==> config.mk <==
export PLATFORM = sky130hd
export DESIGN_NAME = nvm_command_sequencer
export DESIGN_NICKNAME = d
export VERILOG_FILES = /design/src/inc/nvm_seq_pkg.sv /design/src/verilog/eeprom_word_mem.sv /design/src/verilog/nvm_command_sequencer.sv
export SDC_FILE = /design/constraint.sdc
export NUM_CORES = 2
export LEC_CHECK = 0
export BUFFER_PORTS_ARGS = -buffer_cell sky130_fd_sc_hd__buf_2
export CORE_UTILIZATION = 42
export CTS_BUF_LIST = sky130_fd_sc_hd__clkbuf_4 sky130_fd_sc_hd__clkbuf_8
export DETAILED_ROUTE_END_ITERATION = 12
export PLACE_DENSITY_LB_ADDON = 0.2
export SLEW_MARGIN = 30
export SYNTH_ARGS = -nofsm -noshare
export SYNTH_HDL_FRONTEND = slang
export SYNTH_SLANG_ARGS = --single-unit
==> constraint.sdc <==
create_clock -name clk_i -period 6.6 [get_ports clk_i]
set_clock_uncertainty 0.1 [all_clocks]
set_input_delay 0.99 -clock clk_i [delete_from_list [all_inputs] [get_ports clk_i]]
set_output_delay 0.99 -clock clk_i [all_outputs]
set_load 0.01 [all_outputs]
==> src/inc/nvm_seq_pkg.sv <==
// constants and types for the nvm command sequencer and its word memory
// assumes a 40 MHz bus clock and classic wishbone register access
`default_nettype none

package nvm_seq_pkg;
   // register byte offsets
   localparam logic [7:0] OFF_STATUS = 8'h00;
   localparam logic [7:0] OFF_INDEX = 8'h04;
   localparam logic [7:0] OFF_CMDWORD = 8'h08;
   localparam logic [7:0] OFF_CLKDIV = 8'h0C;
   localparam logic [7:0] OFF_CONFIG = 8'h10;
   localparam logic [7:0] OFF_PROTECT = 8'h14;
   localparam logic [7:0] OFF_IRQ_STATUS = 8'h18;
   localparam logic [7:0] OFF_IRQ_MASK = 8'h1C;
   localparam logic [7:0] OFF_VERSION = 8'h20;
   // status bit positions
   localparam int STS_COMMAND_COMPLETE_FLAG = 7;
   localparam int STS_ACCESS_ERROR_FLAG = 5;
   localparam int STS_PROTECTION_VIOLATION_FLAG = 4;
   // interrupt event bit positions
   localparam int IRQ_DONE = 0;
   localparam int IRQ_ACCESS_ERROR_FLAG = 1;
   localparam int IRQ_PROTECTION_VIOLATION_FLAG = 2;
   // config and protect bit positions
   localparam int CFG_FORCE_DBL = 1;
   localparam int PROT_EN = 7;
   // reset values
   localparam logic [7:0] CLKDIV_RST = 8'h27;
   localparam logic [7:0] CONFIG_RST = 8'h00;
   localparam logic [7:0] PROTECT_RST = 8'h00;
   localparam logic [15:0] ERASED_WORD = 16'hFFFF;
   // command word index values
   localparam logic [2:0] IDX_WORD0 = 3'h0;
   localparam logic [2:0] IDX_WORD2 = 3'h2;
   localparam logic [2:0] IDX_LAST = 3'h5;
   // command codes
   localparam logic [7:0] CMD_EV_BLOCK = 8'h08;
   localparam logic [7:0] CMD_SET_FIELD_MARGIN = 8'h0E;
   localparam logic [7:0] CMD_EV_SECTION = 8'h10;
   localparam logic [7:0] CMD_PROG_EE = 8'h11;
   // command durations in bus cycles, PROG_EE_OP in operation clock ticks
   localparam logic [10:0] EV_SECTION_BUS = 11'd583;
   localparam logic [10:0] EV_BLOCK_BUS = 11'd631;
   localparam logic [10:0] PROG_EE_BUS = 11'd1678;
   localparam logic [6:0] PROG_EE_OP = 7'd68;
   localparam logic [10:0] SET_MARGIN_BUS = 11'd448;
   // global address map
   localparam logic [23:0] EE_BASE = 24'h10_0000;
   localparam logic [23:0] EE_END = 24'h10_0080;
   localparam logic [23:0] PF_BASE = 24'hFF_C000;
   localparam logic [16:0] EE_WORDS = 17'd64;
   localparam logic [15:0] MARGIN_MAX = 16'h0004;
   localparam logic [1:0] MG_FAIL = 2'b11;
   // version word in the information row
   localparam logic [23:0] IFR_VERSION_ADDR = 24'h1F_C0B6;
   localparam logic [3:0] VERSION_NONE = 4'h0;
   localparam logic [3:0] VERSION_FIRST = 4'h1;
   // sequencer states
   typedef enum logic [1:0] {SEQ_IDLE, SEQ_RUN} seq_state_t;
endpackage

`default_nettype wire

==> src/verilog/eeprom_word_mem.sv <==
// eeprom word storage with one write port and a registered read port
// assumes reset is held long enough to mark every word erased
`default_nettype none

module eeprom_word_mem #(
   parameter int WIDTH = 16,
   parameter int DEPTH = 64,
   parameter int AW = 6,
   parameter logic [WIDTH-1:0] ERASED = '1
) (
   // clock and reset
   input wire logic clk_i,
   input wire logic rst_i,
   // write port
   input wire logic wr_en_i,
   input wire logic [AW-1:0] wr_addr_i,
   input wire logic [WIDTH-1:0] wr_data_i,
   // read port
   input wire logic [AW-1:0] rd_addr_i,
   output logic [WIDTH-1:0] rd_data_o
);
   logic [WIDTH-1:0] mem_reg [DEPTH]; // storage words

   // reset erases all words, otherwise write then registered read
   always_ff @(posedge clk_i) begin
      if (rst_i) begin
         for (int i = 0; i < DEPTH; i++) begin
            mem_reg[i] <= ERASED;
         end
      end else if (wr_en_i) begin
         mem_reg[wr_addr_i] <= wr_data_i;
      end
   end

   // read data from a register
   always_ff @(posedge clk_i) begin
      rd_data_o <= mem_reg[rd_addr_i];
   end
endmodule // eeprom_word_mem

`default_nettype wire

==> src/verilog/nvm_command_sequencer.sv <==
// nvm command launch, error checking, eeprom verify and program timing
// assumes a classic wishbone master and synchronous array read inputs
`default_nettype none

module nvm_command_sequencer
   import nvm_seq_pkg::*;
(
   // clock and reset
   input wire logic clk_i,
   input wire logic rst_i,
   // wishbone slave
   input wire logic [7:0] adr_i,
   input wire logic [31:0] dat_i,
   input wire logic [3:0] sel_i,
   input wire logic we_i,
   input wire logic cyc_i,
   input wire logic stb_i,
   output logic [31:0] dat_o,
   output logic ack_o,
   // mode select
   input wire logic special_mode_i,
   // flash array read path
   input wire logic arr_rd_req_i,
   input wire logic [23:0] arr_rd_addr_i,
   input wire logic [15:0] arr_data_i,
   input wire logic arr_ecc_dbl_i,
   output logic [15:0] arr_rd_data_o,
   output logic arr_rd_valid_o,
   output logic arr_rd_invalid_o,
   // status outputs
   output logic command_complete_o,
   output logic [2:0] margin_level_o,
   output logic irq_o
);
   // bus answer registers
   logic ack_reg; // one-cycle acknowledge
   logic [31:0] dat_reg; // read data
   // status flags
   logic command_complete_flag_reg;
   logic access_error_flag_reg;
   logic protection_violation_flag_reg;
   logic [1:0] margin_check_status_reg;
   // command object
   logic [2:0] command_word_index_reg;
   logic [15:0] command_object_word_reg [6];
   // mode-dependent control registers
   logic [7:0] nvm_clock_divider_reg;
   logic [7:0] nvm_config_reg;
   logic [7:0] eeprom_protect_reg;
   logic [2:0] margin_reg; // applied margin level
   // interrupt registers
   logic [2:0] irq_status_reg;
   logic [2:0] irq_mask_reg;
   logic irq_reg;
   // sequencer state
   seq_state_t state_reg;
   logic [10:0] bus_cnt_reg; // bus cycles left
   logic [6:0] op_cnt_reg; // operation clock ticks left
   logic [7:0] div_cnt_reg; // operation clock divider
   logic [5:0] scan_addr_reg; // word being blank checked
   logic [6:0] scan_left_reg; // words still to check
   logic scan_pend_reg; // read data due this cycle
   logic blank_fail_reg; // a non-erased word was seen
   // array read answer
   logic [15:0] arr_rd_data_reg;
   logic arr_rd_valid_reg;
   logic arr_rd_invalid_reg;
   logic [15:0] mem_rd_data; // memory read data

   // bus decode
   wire req = cyc_i & stb_i & ~ack_reg;
   wire wr = req & we_i & sel_i[0];
   wire wr_status = wr & (adr_i == OFF_STATUS);
   wire wr_index = wr & (adr_i == OFF_INDEX);
   wire wr_cmdword = req & we_i & (adr_i == OFF_CMDWORD);
   wire wr_clkdiv = wr & (adr_i == OFF_CLKDIV);
   wire wr_config = wr & (adr_i == OFF_CONFIG);
   wire wr_protect = wr & (adr_i == OFF_PROTECT);
   wire wr_irq_status = wr & (adr_i == OFF_IRQ_STATUS);
   wire wr_irq_mask = wr & (adr_i == OFF_IRQ_MASK);
   wire idx_ok = command_word_index_reg <= IDX_LAST;

   // command fields
   wire [15:0] word0 = command_object_word_reg[0];
   wire [15:0] word1 = command_object_word_reg[1];
   wire [15:0] word2 = command_object_word_reg[2];
   wire [7:0] cmd_code = word0[15:8];
   wire [23:0] gaddr = {word0[7:0], word1};
   wire [5:0] ee_word = gaddr[6:1];
   wire [16:0] sec_span = 17'(ee_word) + 17'(word2);
   wire in_ee = (gaddr >= EE_BASE) & (gaddr < EE_END) & ~gaddr[0];
   wire in_pf = (gaddr >= PF_BASE) & ~gaddr[0];
   wire is_sfm = cmd_code == CMD_SET_FIELD_MARGIN;
   wire is_evs = cmd_code == CMD_EV_SECTION;
   wire is_evb = cmd_code == CMD_EV_BLOCK;
   wire is_prg = cmd_code == CMD_PROG_EE;

   // launch checks, each a reason for an access error, prot_err for a protection violation
   wire sfm_idx_err = command_word_index_reg != IDX_WORD2;
   wire sfm_mode_err = ~special_mode_i;
   wire sfm_addr_err = ~(in_pf | in_ee);
   wire sfm_lvl_err = word2 > MARGIN_MAX;
   wire err_sfm = is_sfm & (sfm_idx_err | sfm_mode_err | sfm_addr_err | sfm_lvl_err);
   wire evs_rng_err = (word2 == 16'h0000) | (sec_span > EE_WORDS);
   wire err_evs = is_evs & ((command_word_index_reg != IDX_WORD2) | ~in_ee | evs_rng_err);
   wire err_evb = is_evb & ((command_word_index_reg != IDX_WORD0) | (word0[7:0] != EE_BASE[23:16]));
   wire err_prg = is_prg & ((command_word_index_reg != IDX_WORD2) | ~in_ee);
   wire err_unk = ~(is_sfm | is_evs | is_evb | is_prg);
   wire acc_err = err_sfm | err_evs | err_evb | err_prg | err_unk;
   wire prot_err = is_prg & ~acc_err & eeprom_protect_reg[PROT_EN];

   // launch by writing one to the complete flag while it is set
   wire launch = wr_status & dat_i[STS_COMMAND_COMPLETE_FLAG] & command_complete_flag_reg
                 & ~access_error_flag_reg & ~protection_violation_flag_reg;
   wire start_ok = launch & ~acc_err & ~prot_err;
   wire err_ev = launch & acc_err;
   wire prot_ev = launch & prot_err;

   // sequencer progress
   wire op_tick = div_cnt_reg >= nvm_clock_divider_reg; // lowered divider: no wrap wait
   wire scan_go = (state_reg == SEQ_RUN) & (scan_left_reg != 7'd0);
   wire seq_done = (state_reg == SEQ_RUN) & (bus_cnt_reg == 11'd0) & (op_cnt_reg == 7'd0)
                   & ~scan_go & ~scan_pend_reg;
   wire word_dirty = scan_pend_reg & (mem_rd_data != ERASED_WORD);
   wire [2:0] irq_events = {prot_ev, err_ev, seq_done};

   // read data selection
   wire [15:0] cmd_rd = idx_ok ? command_object_word_reg[command_word_index_reg] : 16'h0000;
   wire [7:0] status_rd = {command_complete_flag_reg, 1'b0, access_error_flag_reg,
                           protection_violation_flag_reg, 2'b00, margin_check_status_reg};
   wire [15:0] version_word = {12'h000, VERSION_FIRST};
   wire [31:0] rd_mux =
      (adr_i == OFF_STATUS) ? {24'h000000, status_rd} :
      (adr_i == OFF_INDEX) ? {29'h00000000, command_word_index_reg} :
      (adr_i == OFF_CMDWORD) ? {16'h0000, cmd_rd} :
      (adr_i == OFF_CLKDIV) ? {24'h000000, nvm_clock_divider_reg} :
      (adr_i == OFF_CONFIG) ? {24'h000000, nvm_config_reg} :
      (adr_i == OFF_PROTECT) ? {24'h000000, eeprom_protect_reg} :
      (adr_i == OFF_IRQ_STATUS) ? {29'h00000000, irq_status_reg} :
      (adr_i == OFF_IRQ_MASK) ? {29'h00000000, irq_mask_reg} :
      (adr_i == OFF_VERSION) ? {16'h0000, version_word} : 32'h00000000;

   // array read path decode
   wire ifr_hit = arr_rd_addr_i == IFR_VERSION_ADDR;
   wire dbl_fault = arr_ecc_dbl_i | nvm_config_reg[CFG_FORCE_DBL];

   // bus answer: ack one cycle after the request, unmapped reads zero
   always_ff @(posedge clk_i) begin
      if (rst_i) begin
         ack_reg <= 1'b0;
         dat_reg <= 32'h00000000;
      end else begin
         ack_reg <= req;
         if (req) dat_reg <= rd_mux; // read data stands with ack
      end
   end
   // status flags: set by hardware wins over software clear
   always_ff @(posedge clk_i) begin
      if (rst_i) begin
         command_complete_flag_reg <= 1'b1;
         access_error_flag_reg <= 1'b0;
         protection_violation_flag_reg <= 1'b0;
         margin_check_status_reg <= 2'b00;
      end else begin
         if (start_ok) command_complete_flag_reg <= 1'b0;
         else if (seq_done) command_complete_flag_reg <= 1'b1;
         if (err_ev) access_error_flag_reg <= 1'b1;
         else if (wr_status & dat_i[STS_ACCESS_ERROR_FLAG]) access_error_flag_reg <= 1'b0;
         if (prot_ev) protection_violation_flag_reg <= 1'b1;
         else if (wr_status & dat_i[STS_PROTECTION_VIOLATION_FLAG]) protection_violation_flag_reg <= 1'b0;
         if (launch) margin_check_status_reg <= 2'b00;
         else if (seq_done & blank_fail_reg) margin_check_status_reg <= MG_FAIL;
      end
   end
   // command object loads only while no command runs
   always_ff @(posedge clk_i) begin
      if (rst_i) begin
         command_word_index_reg <= IDX_WORD0;
         for (int i = 0; i < 6; i++) begin
            command_object_word_reg[i] <= 16'h0000;
         end
      end else if (command_complete_flag_reg) begin
         if (wr_index) command_word_index_reg <= dat_i[2:0];
         if (wr_cmdword & idx_ok & sel_i[0]) begin
            command_object_word_reg[command_word_index_reg][7:0] <= dat_i[7:0];
         end
         if (wr_cmdword & idx_ok & sel_i[1]) begin
            command_object_word_reg[command_word_index_reg][15:8] <= dat_i[15:8];
         end
      end
   end

   // mode-dependent writes
   always_ff @(posedge clk_i) begin
      if (rst_i) begin
         nvm_clock_divider_reg <= CLKDIV_RST;
         nvm_config_reg <= CONFIG_RST;
         eeprom_protect_reg <= PROTECT_RST;
      end else begin
         // normal mode: divider only while idle, special: any time
         if (wr_clkdiv & (special_mode_i | command_complete_flag_reg)) begin
            nvm_clock_divider_reg <= dat_i[7:0];
         end
         // config writable in special mode only
         if (wr_config & special_mode_i) nvm_config_reg <= dat_i[7:0];
         // normal mode may only add protection
         if (wr_protect) begin
            eeprom_protect_reg <= special_mode_i ? dat_i[7:0]
                                  : (eeprom_protect_reg | dat_i[7:0]);
         end
      end
   end

   // operation clock enable divider, free running
   always_ff @(posedge clk_i) begin
      if (rst_i | op_tick) begin
         div_cnt_reg <= 8'h00;
      end else begin
         div_cnt_reg <= div_cnt_reg + 8'h01;
      end
   end

   // sequencer: load durations at launch, count down, finish
   always_ff @(posedge clk_i) begin
      if (rst_i) begin
         state_reg <= SEQ_IDLE;
         bus_cnt_reg <= 11'd0;
         op_cnt_reg <= 7'd0;
         margin_reg <= 3'h0;
      end else begin
         unique case (state_reg)
            SEQ_IDLE: begin
               if (start_ok) begin
                  state_reg <= SEQ_RUN;
                  op_cnt_reg <= is_prg ? PROG_EE_OP : 7'd0;
                  if (is_evs) begin
                     bus_cnt_reg <= EV_SECTION_BUS - 11'd1;
                  end else if (is_evb) begin
                     bus_cnt_reg <= EV_BLOCK_BUS - 11'd1;
                  end else if (is_prg) begin
                     bus_cnt_reg <= PROG_EE_BUS - 11'd1;
                  end else begin
                     bus_cnt_reg <= SET_MARGIN_BUS - 11'd1;
                     margin_reg <= word2[2:0];
                  end
               end
            end
            SEQ_RUN: begin
               // bus phase first, then operation clock ticks
               if (bus_cnt_reg != 11'd0) begin
                  bus_cnt_reg <= bus_cnt_reg - 11'd1;
               end else if (op_tick & (op_cnt_reg != 7'd0)) begin
                  op_cnt_reg <= op_cnt_reg - 7'd1;
               end
               if (seq_done) state_reg <= SEQ_IDLE;
            end
         endcase
      end
   end

   // blank check scan over the selected eeprom words
   always_ff @(posedge clk_i) begin
      if (rst_i) begin
         scan_addr_reg <= 6'h00;
         scan_left_reg <= 7'd0;
         scan_pend_reg <= 1'b0;
         blank_fail_reg <= 1'b0;
      end else if (start_ok) begin
         scan_addr_reg <= is_evs ? ee_word : 6'h00;
         scan_left_reg <= is_evs ? word2[6:0] : (is_evb ? EE_WORDS[6:0] : 7'd0);
         scan_pend_reg <= 1'b0;
         blank_fail_reg <= 1'b0;
      end else begin
         scan_pend_reg <= scan_go;
         if (scan_go) begin
            scan_addr_reg <= scan_addr_reg + 6'h01;
            scan_left_reg <= scan_left_reg - 7'd1;
         end
         if (word_dirty) blank_fail_reg <= 1'b1;
      end
   end
   // interrupt status: events set, write one clears, set wins
   always_ff @(posedge clk_i) begin
      if (rst_i) begin
         irq_status_reg <= 3'h0;
         irq_mask_reg <= 3'h0;
         irq_reg <= 1'b0;
      end else begin
         irq_status_reg <= (irq_status_reg & ~(wr_irq_status ? dat_i[2:0] : 3'h0)) | irq_events;
         if (wr_irq_mask) irq_mask_reg <= dat_i[2:0];
         irq_reg <= |(irq_status_reg & irq_mask_reg);
      end
   end
   // array read answer: version word or array data, ecc tag
   always_ff @(posedge clk_i) begin
      if (rst_i) begin
         arr_rd_data_reg <= 16'h0000;
         arr_rd_valid_reg <= 1'b0;
         arr_rd_invalid_reg <= 1'b0;
      end else begin
         arr_rd_valid_reg <= arr_rd_req_i;
         if (arr_rd_req_i) arr_rd_data_reg <= ifr_hit ? version_word : arr_data_i;
         arr_rd_invalid_reg <= arr_rd_req_i & ~ifr_hit & dbl_fault;
      end
   end

   // eeprom storage: program writes one word, scan reads
   eeprom_word_mem #(
      .WIDTH(16),
      .DEPTH(64),
      .AW(6),
      .ERASED(ERASED_WORD)
   ) u_eeprom (
      .clk_i(clk_i),
      .rst_i(rst_i),
      .wr_en_i(start_ok & is_prg),
      .wr_addr_i(ee_word),
      .wr_data_i(word2),
      .rd_addr_i(scan_addr_reg),
      .rd_data_o(mem_rd_data)
   );

   // outputs straight from flip-flops
   assign ack_o = ack_reg;
   assign dat_o = dat_reg;
   assign arr_rd_data_o = arr_rd_data_reg;
   assign arr_rd_valid_o = arr_rd_valid_reg;
   assign arr_rd_invalid_o = arr_rd_invalid_reg;
   assign command_complete_o = command_complete_flag_reg;
   assign margin_level_o = margin_reg;
   assign irq_o = irq_reg;
endmodule // nvm_command_sequencer

`default_nettype wire

==> results.txt <==
- Total wire length: 157 mm
* Die height: 376 um
- Of the total power, registers draw 54.5%.
- After detailed routing, the average wire length per cell comes to between 20 and 30 um.
- Port buffering added 113 buffers.
- For this run, the number of Yosys warnings is 0.
- The synthesized netlist occupies a cell area of 58,900 um^2.
- Register clock-pin slew on the reported worst setup and hold paths: 0.06 ns
- Initial antenna violation count: 5
* Number of design-rule violations left by the first detailed-router iteration: 3,416
* R2R cell count: 8
* Summed area of non-filler cells in the final layout: 65,600 um^2
* Async S/R FF share, synth: 0%
* Post-synth top flop: sky130_fd_sc_hd__edfxtp_1
- The clock passes through at most 3 buffers.
- TritonCTS built the clock tree.
- Of the available clock period, the critical path in the final layout requires 75.9%.
* Share of final-layout standard cells stronger than drive strength 1: a little over a third
- Share of power burned in combinational logic: 2.8%
* Fin crit period: about 5 ns
- The worst register-to-register path has a setup slack of 1.59 ns.
- After floorplanning, the core was divided into around 140 placement rows.
* Switch Pwr: 3.68 mW
* Pin count of the biggest net entering global routing: 137
* Worst endpoint data arrival time: around 5.5 ns
- Largest register FFs: 1,024
- FMAX: about 200 MHz
- The floorplan step defined a core boundary enclosing ~140,000 um^2.
* TritonRoute pass-1 iters: 6
* Hold Path Class: in -> reg
- The layout has 12,000 filler cells.
- Slew headroom: 34.0%
- The run finished with clean final reports.
- Number of failing hold endpoints at the final stage: 0
- The library cells used most frequently in the layout, excluding fill and tap cells, are 1,152 x sky130_fd_sc_hd__edfxtp_1, 523 x sky130_fd_sc_hd__or3_1, 517 x sky130_fd_sc_hd__or2_2.
- Total number of vias: between 30,000 and 40,000
- Counting instances, the worst hold path has a depth of 2.
- Via count of the first global-routing pass: approximately 35,000
* Proportion of power drawn by the clock network: 42.7%
* Kind of start point of the critical path: register
- In the global route stage, met3 resource usage came out at under 10%.
- Summing the sequential cell areas from Yosys gives 63.4% of the chip area.
- For this run the aggregate overflow at the end of global routing stands at 0.
- VDD IR-drop max: 0.214 mV
* Fraction of met2 tracks used by global routing: 35.7%
- The tree is rooted in a sky130_fd_sc_hd__clkbuf_8.
- Mean cell area of the mapped netlist: 14.7 um^2
- Busiest metal layer after global routing: met2
* Crit Path Category: reg -> reg
- Maximum fanout count along the critical path: 17
* Switching share of power: 22.5%
- Setup slack after placement: 1.14 ns
* Max-slew violation count: 0
- Skew-Pair Late Insertion Delay: 0.93 ns
- Measured along the x axis, the die boundary spans approximately 380 um.
- Remaining routing DRC violations: 0
- Leaving out fill and tap cells, the most frequent cell in the layout is sky130_fd_sc_hd__edfxtp_1.
* Number of flops mapped to enable cells by yosys: 1,152
- Routability congestion estimate from global placement: 0.811
- Power per standard cell area: around 250 nW/um^2
* Summed negative setup slack over all endpoints: 0 ns
- Summed over all cells, the static leakage comes to 16.8 nW.
- Average vias per placed instance: ~5.6
- The internal portion of the total power is 12.7 mW.
* Routed Antenna Nets: 0
* Placement Cell Area: 61,300 um^2
- For this configuration, the core starts out at a cell density of 42.6%.
- Number of H-tree levels: 4
- First-pass GRT wire length: 235 mm
- Yosys reg bits: between 1,000 and 1,500
* Distinct cells, synth: 77
- For the pin with the worst max-slew slack, the measured transition is between 0.9 and 1 ns.
* Count of mapped cells out of synthesis: 4,006
* Total I/O pin count: 148
* Global Route Usage Sum: 22.4%
* Resized Gates After CTS: 0
- Setup repair after global routing left no endpoint under its margin.
* Area growth syn-to-layout: 11.5%
- Setup slack closes at 1.59 ns.
- Setup violators final: 0
- Post-CTS setup buffer count: 0
- TritonCTS sink count: 1,289
* Critical Path Sink Type: register
* Required time of the critical path: 7.03 ns
* Global routing usage on met1: 31.4%
- Die area: 142,000 um^2
* End-of-flow core utilization: 47.5%
* Max-capacitance violation count: 0
- Hold Slack: 0.201 ns
- Number of hold buffers added after cts: 0
* Final-stage net count: about 4,200
- Summed over all nets, the half-perimeter wirelength after detailed placement is 93.2 mm.
* Number of buffers created by CTS: 213
-- cells in the mapped netlist (all sizes together), types with 5 or more instances --
cell type / number / area share [%]
a22oi: 17 / 0.22
nor2b: 25 / 0.27
clkbuf: 355 / 2.3
nor3: 31 / 0.30
a21o: 7 / 0.089
o211ai: 10 / 0.14
or2: 517 / 5.5
mux2: 12 / 0.23
a21oi: 66 / 0.56
nand3b: 5 / 0.064
o21ai: 51 / 0.43
or4: 11 / 0.15
o2111ai: 5 / 0.074
and3: 14 / 0.15
ha: 20 / 0.43
nor4: 15 / 0.17
nor3b: 12 / 0.18
a211oi: 22 / 0.28
xnor2: 12 / 0.18
or3: 523 / 5.6
xor2: 15 / 0.22
mux4: 369 / 14
nand3: 34 / 0.29
nand2b: 9 / 0.096
nor2: 186 / 1.2
dfxtp: 137 / 4.7
mux2i: 29 / 0.49
edfxtp: 1152 / 59
nand4: 17 / 0.18
inv: 43 / 0.27
nand2: 155 / 0.99
and2: 13 / 0.14
buf: 59 / 0.49
-- path summary, 6_finish.rpt --
kind,from,end
max,command_word_index_reg[1]$_SDFFE_PP0P_,u_eeprom.mem_reg[63][3]$_SDFFCE_PN1P_
min,arr_ecc_dbl_i,arr_rd_invalid_o$_SDFF_PP0_
max reg2reg,command_word_index_reg[1]$_SDFFE_PP0P_,u_eeprom.mem_reg[63][3]$_SDFFCE_PN1P_
min reg2reg,access_error_flag_reg$_SDFFE_PP0P_,access_error_flag_reg$_SDFFE_PP0P_
-- per-layer routing --
| metal | share of wire (%) | wire length, um |
|---|---|---|
| met3 | 6.2 | 9690 |
| met5 | 0.0064 | 10 |
| met4 | 2.7 | 4270 |
| met1 | 43 | 67900 |
| met2 | 48 | 75600 |
-- kinds of logic (layout without fill, tap and decap cells) --
kind of cell / count (synthesis) / count (layout) / share of synthesized area (%)
other cells: 1 / 51 / 0.00637
compound gates: 218 / 218 / 2.38
flops: 1289 / 1289 / 63.4
xor+xnor: 27 / 27 / 0.402
fa+ha+maj: 21 / 21 / 0.459
mux: 410 / 410 / 14.8
buf+inv: 458 / 655 / 3.04
simple gates: 1582 / 1582 / 15.4
-- layout make-up --
class / instances / area, um^2 / area share, %
Tap cell: 1863 / 2330 / 3.55
Timing Repair Buffer: 230 / 1580 / 2.40
Multi-Input combinational cell: 2306 / 20000 / 30.5
Inverter: 44 / 168 / 0.256
Antenna cell: 3 / 7.51 / 0.0114
Clock buffer: 304 / 3760 / 5.73
Sequential cell: 1289 / 37400 / 56.9
Clock inverter: 77 / 410 / 0.626
-- stage by stage --
step	instances	power, mW
floorplan	4053	9.34
global placement	5726	9.56
detailed placement	5729	9.56
CTS	6110	16.5
global route	6114	16.9
finish	6116	16.4
-- critical path: stages, from the launching register on --
cell	delay [ns]
sky130_fd_sc_hd__dfxtp_1	0.54
sky130_fd_sc_hd__nor3b_1	0.73
sky130_fd_sc_hd__inv_1	0.14
sky130_fd_sc_hd__or4_4	0.50
sky130_fd_sc_hd__nor3_2	0.29
sky130_fd_sc_hd__nand3b_1	0.38
sky130_fd_sc_hd__nor2_1	0.53
sky130_fd_sc_hd__nand2_1	0.55
sky130_fd_sc_hd__nand2_1	0.86
-- power groups by stage --
stage               sequential [mW]  combinational [mW]  clock, mW
finish                         8.92               0.467       6.99
global route                   8.92               0.502       7.46
CTS                            8.92               0.472       7.12
detailed placement             9.09               0.471          0
global placement               9.09               0.464          0
floorplan                      9.09               0.250          0
Power figures use the tool's default switching activity.
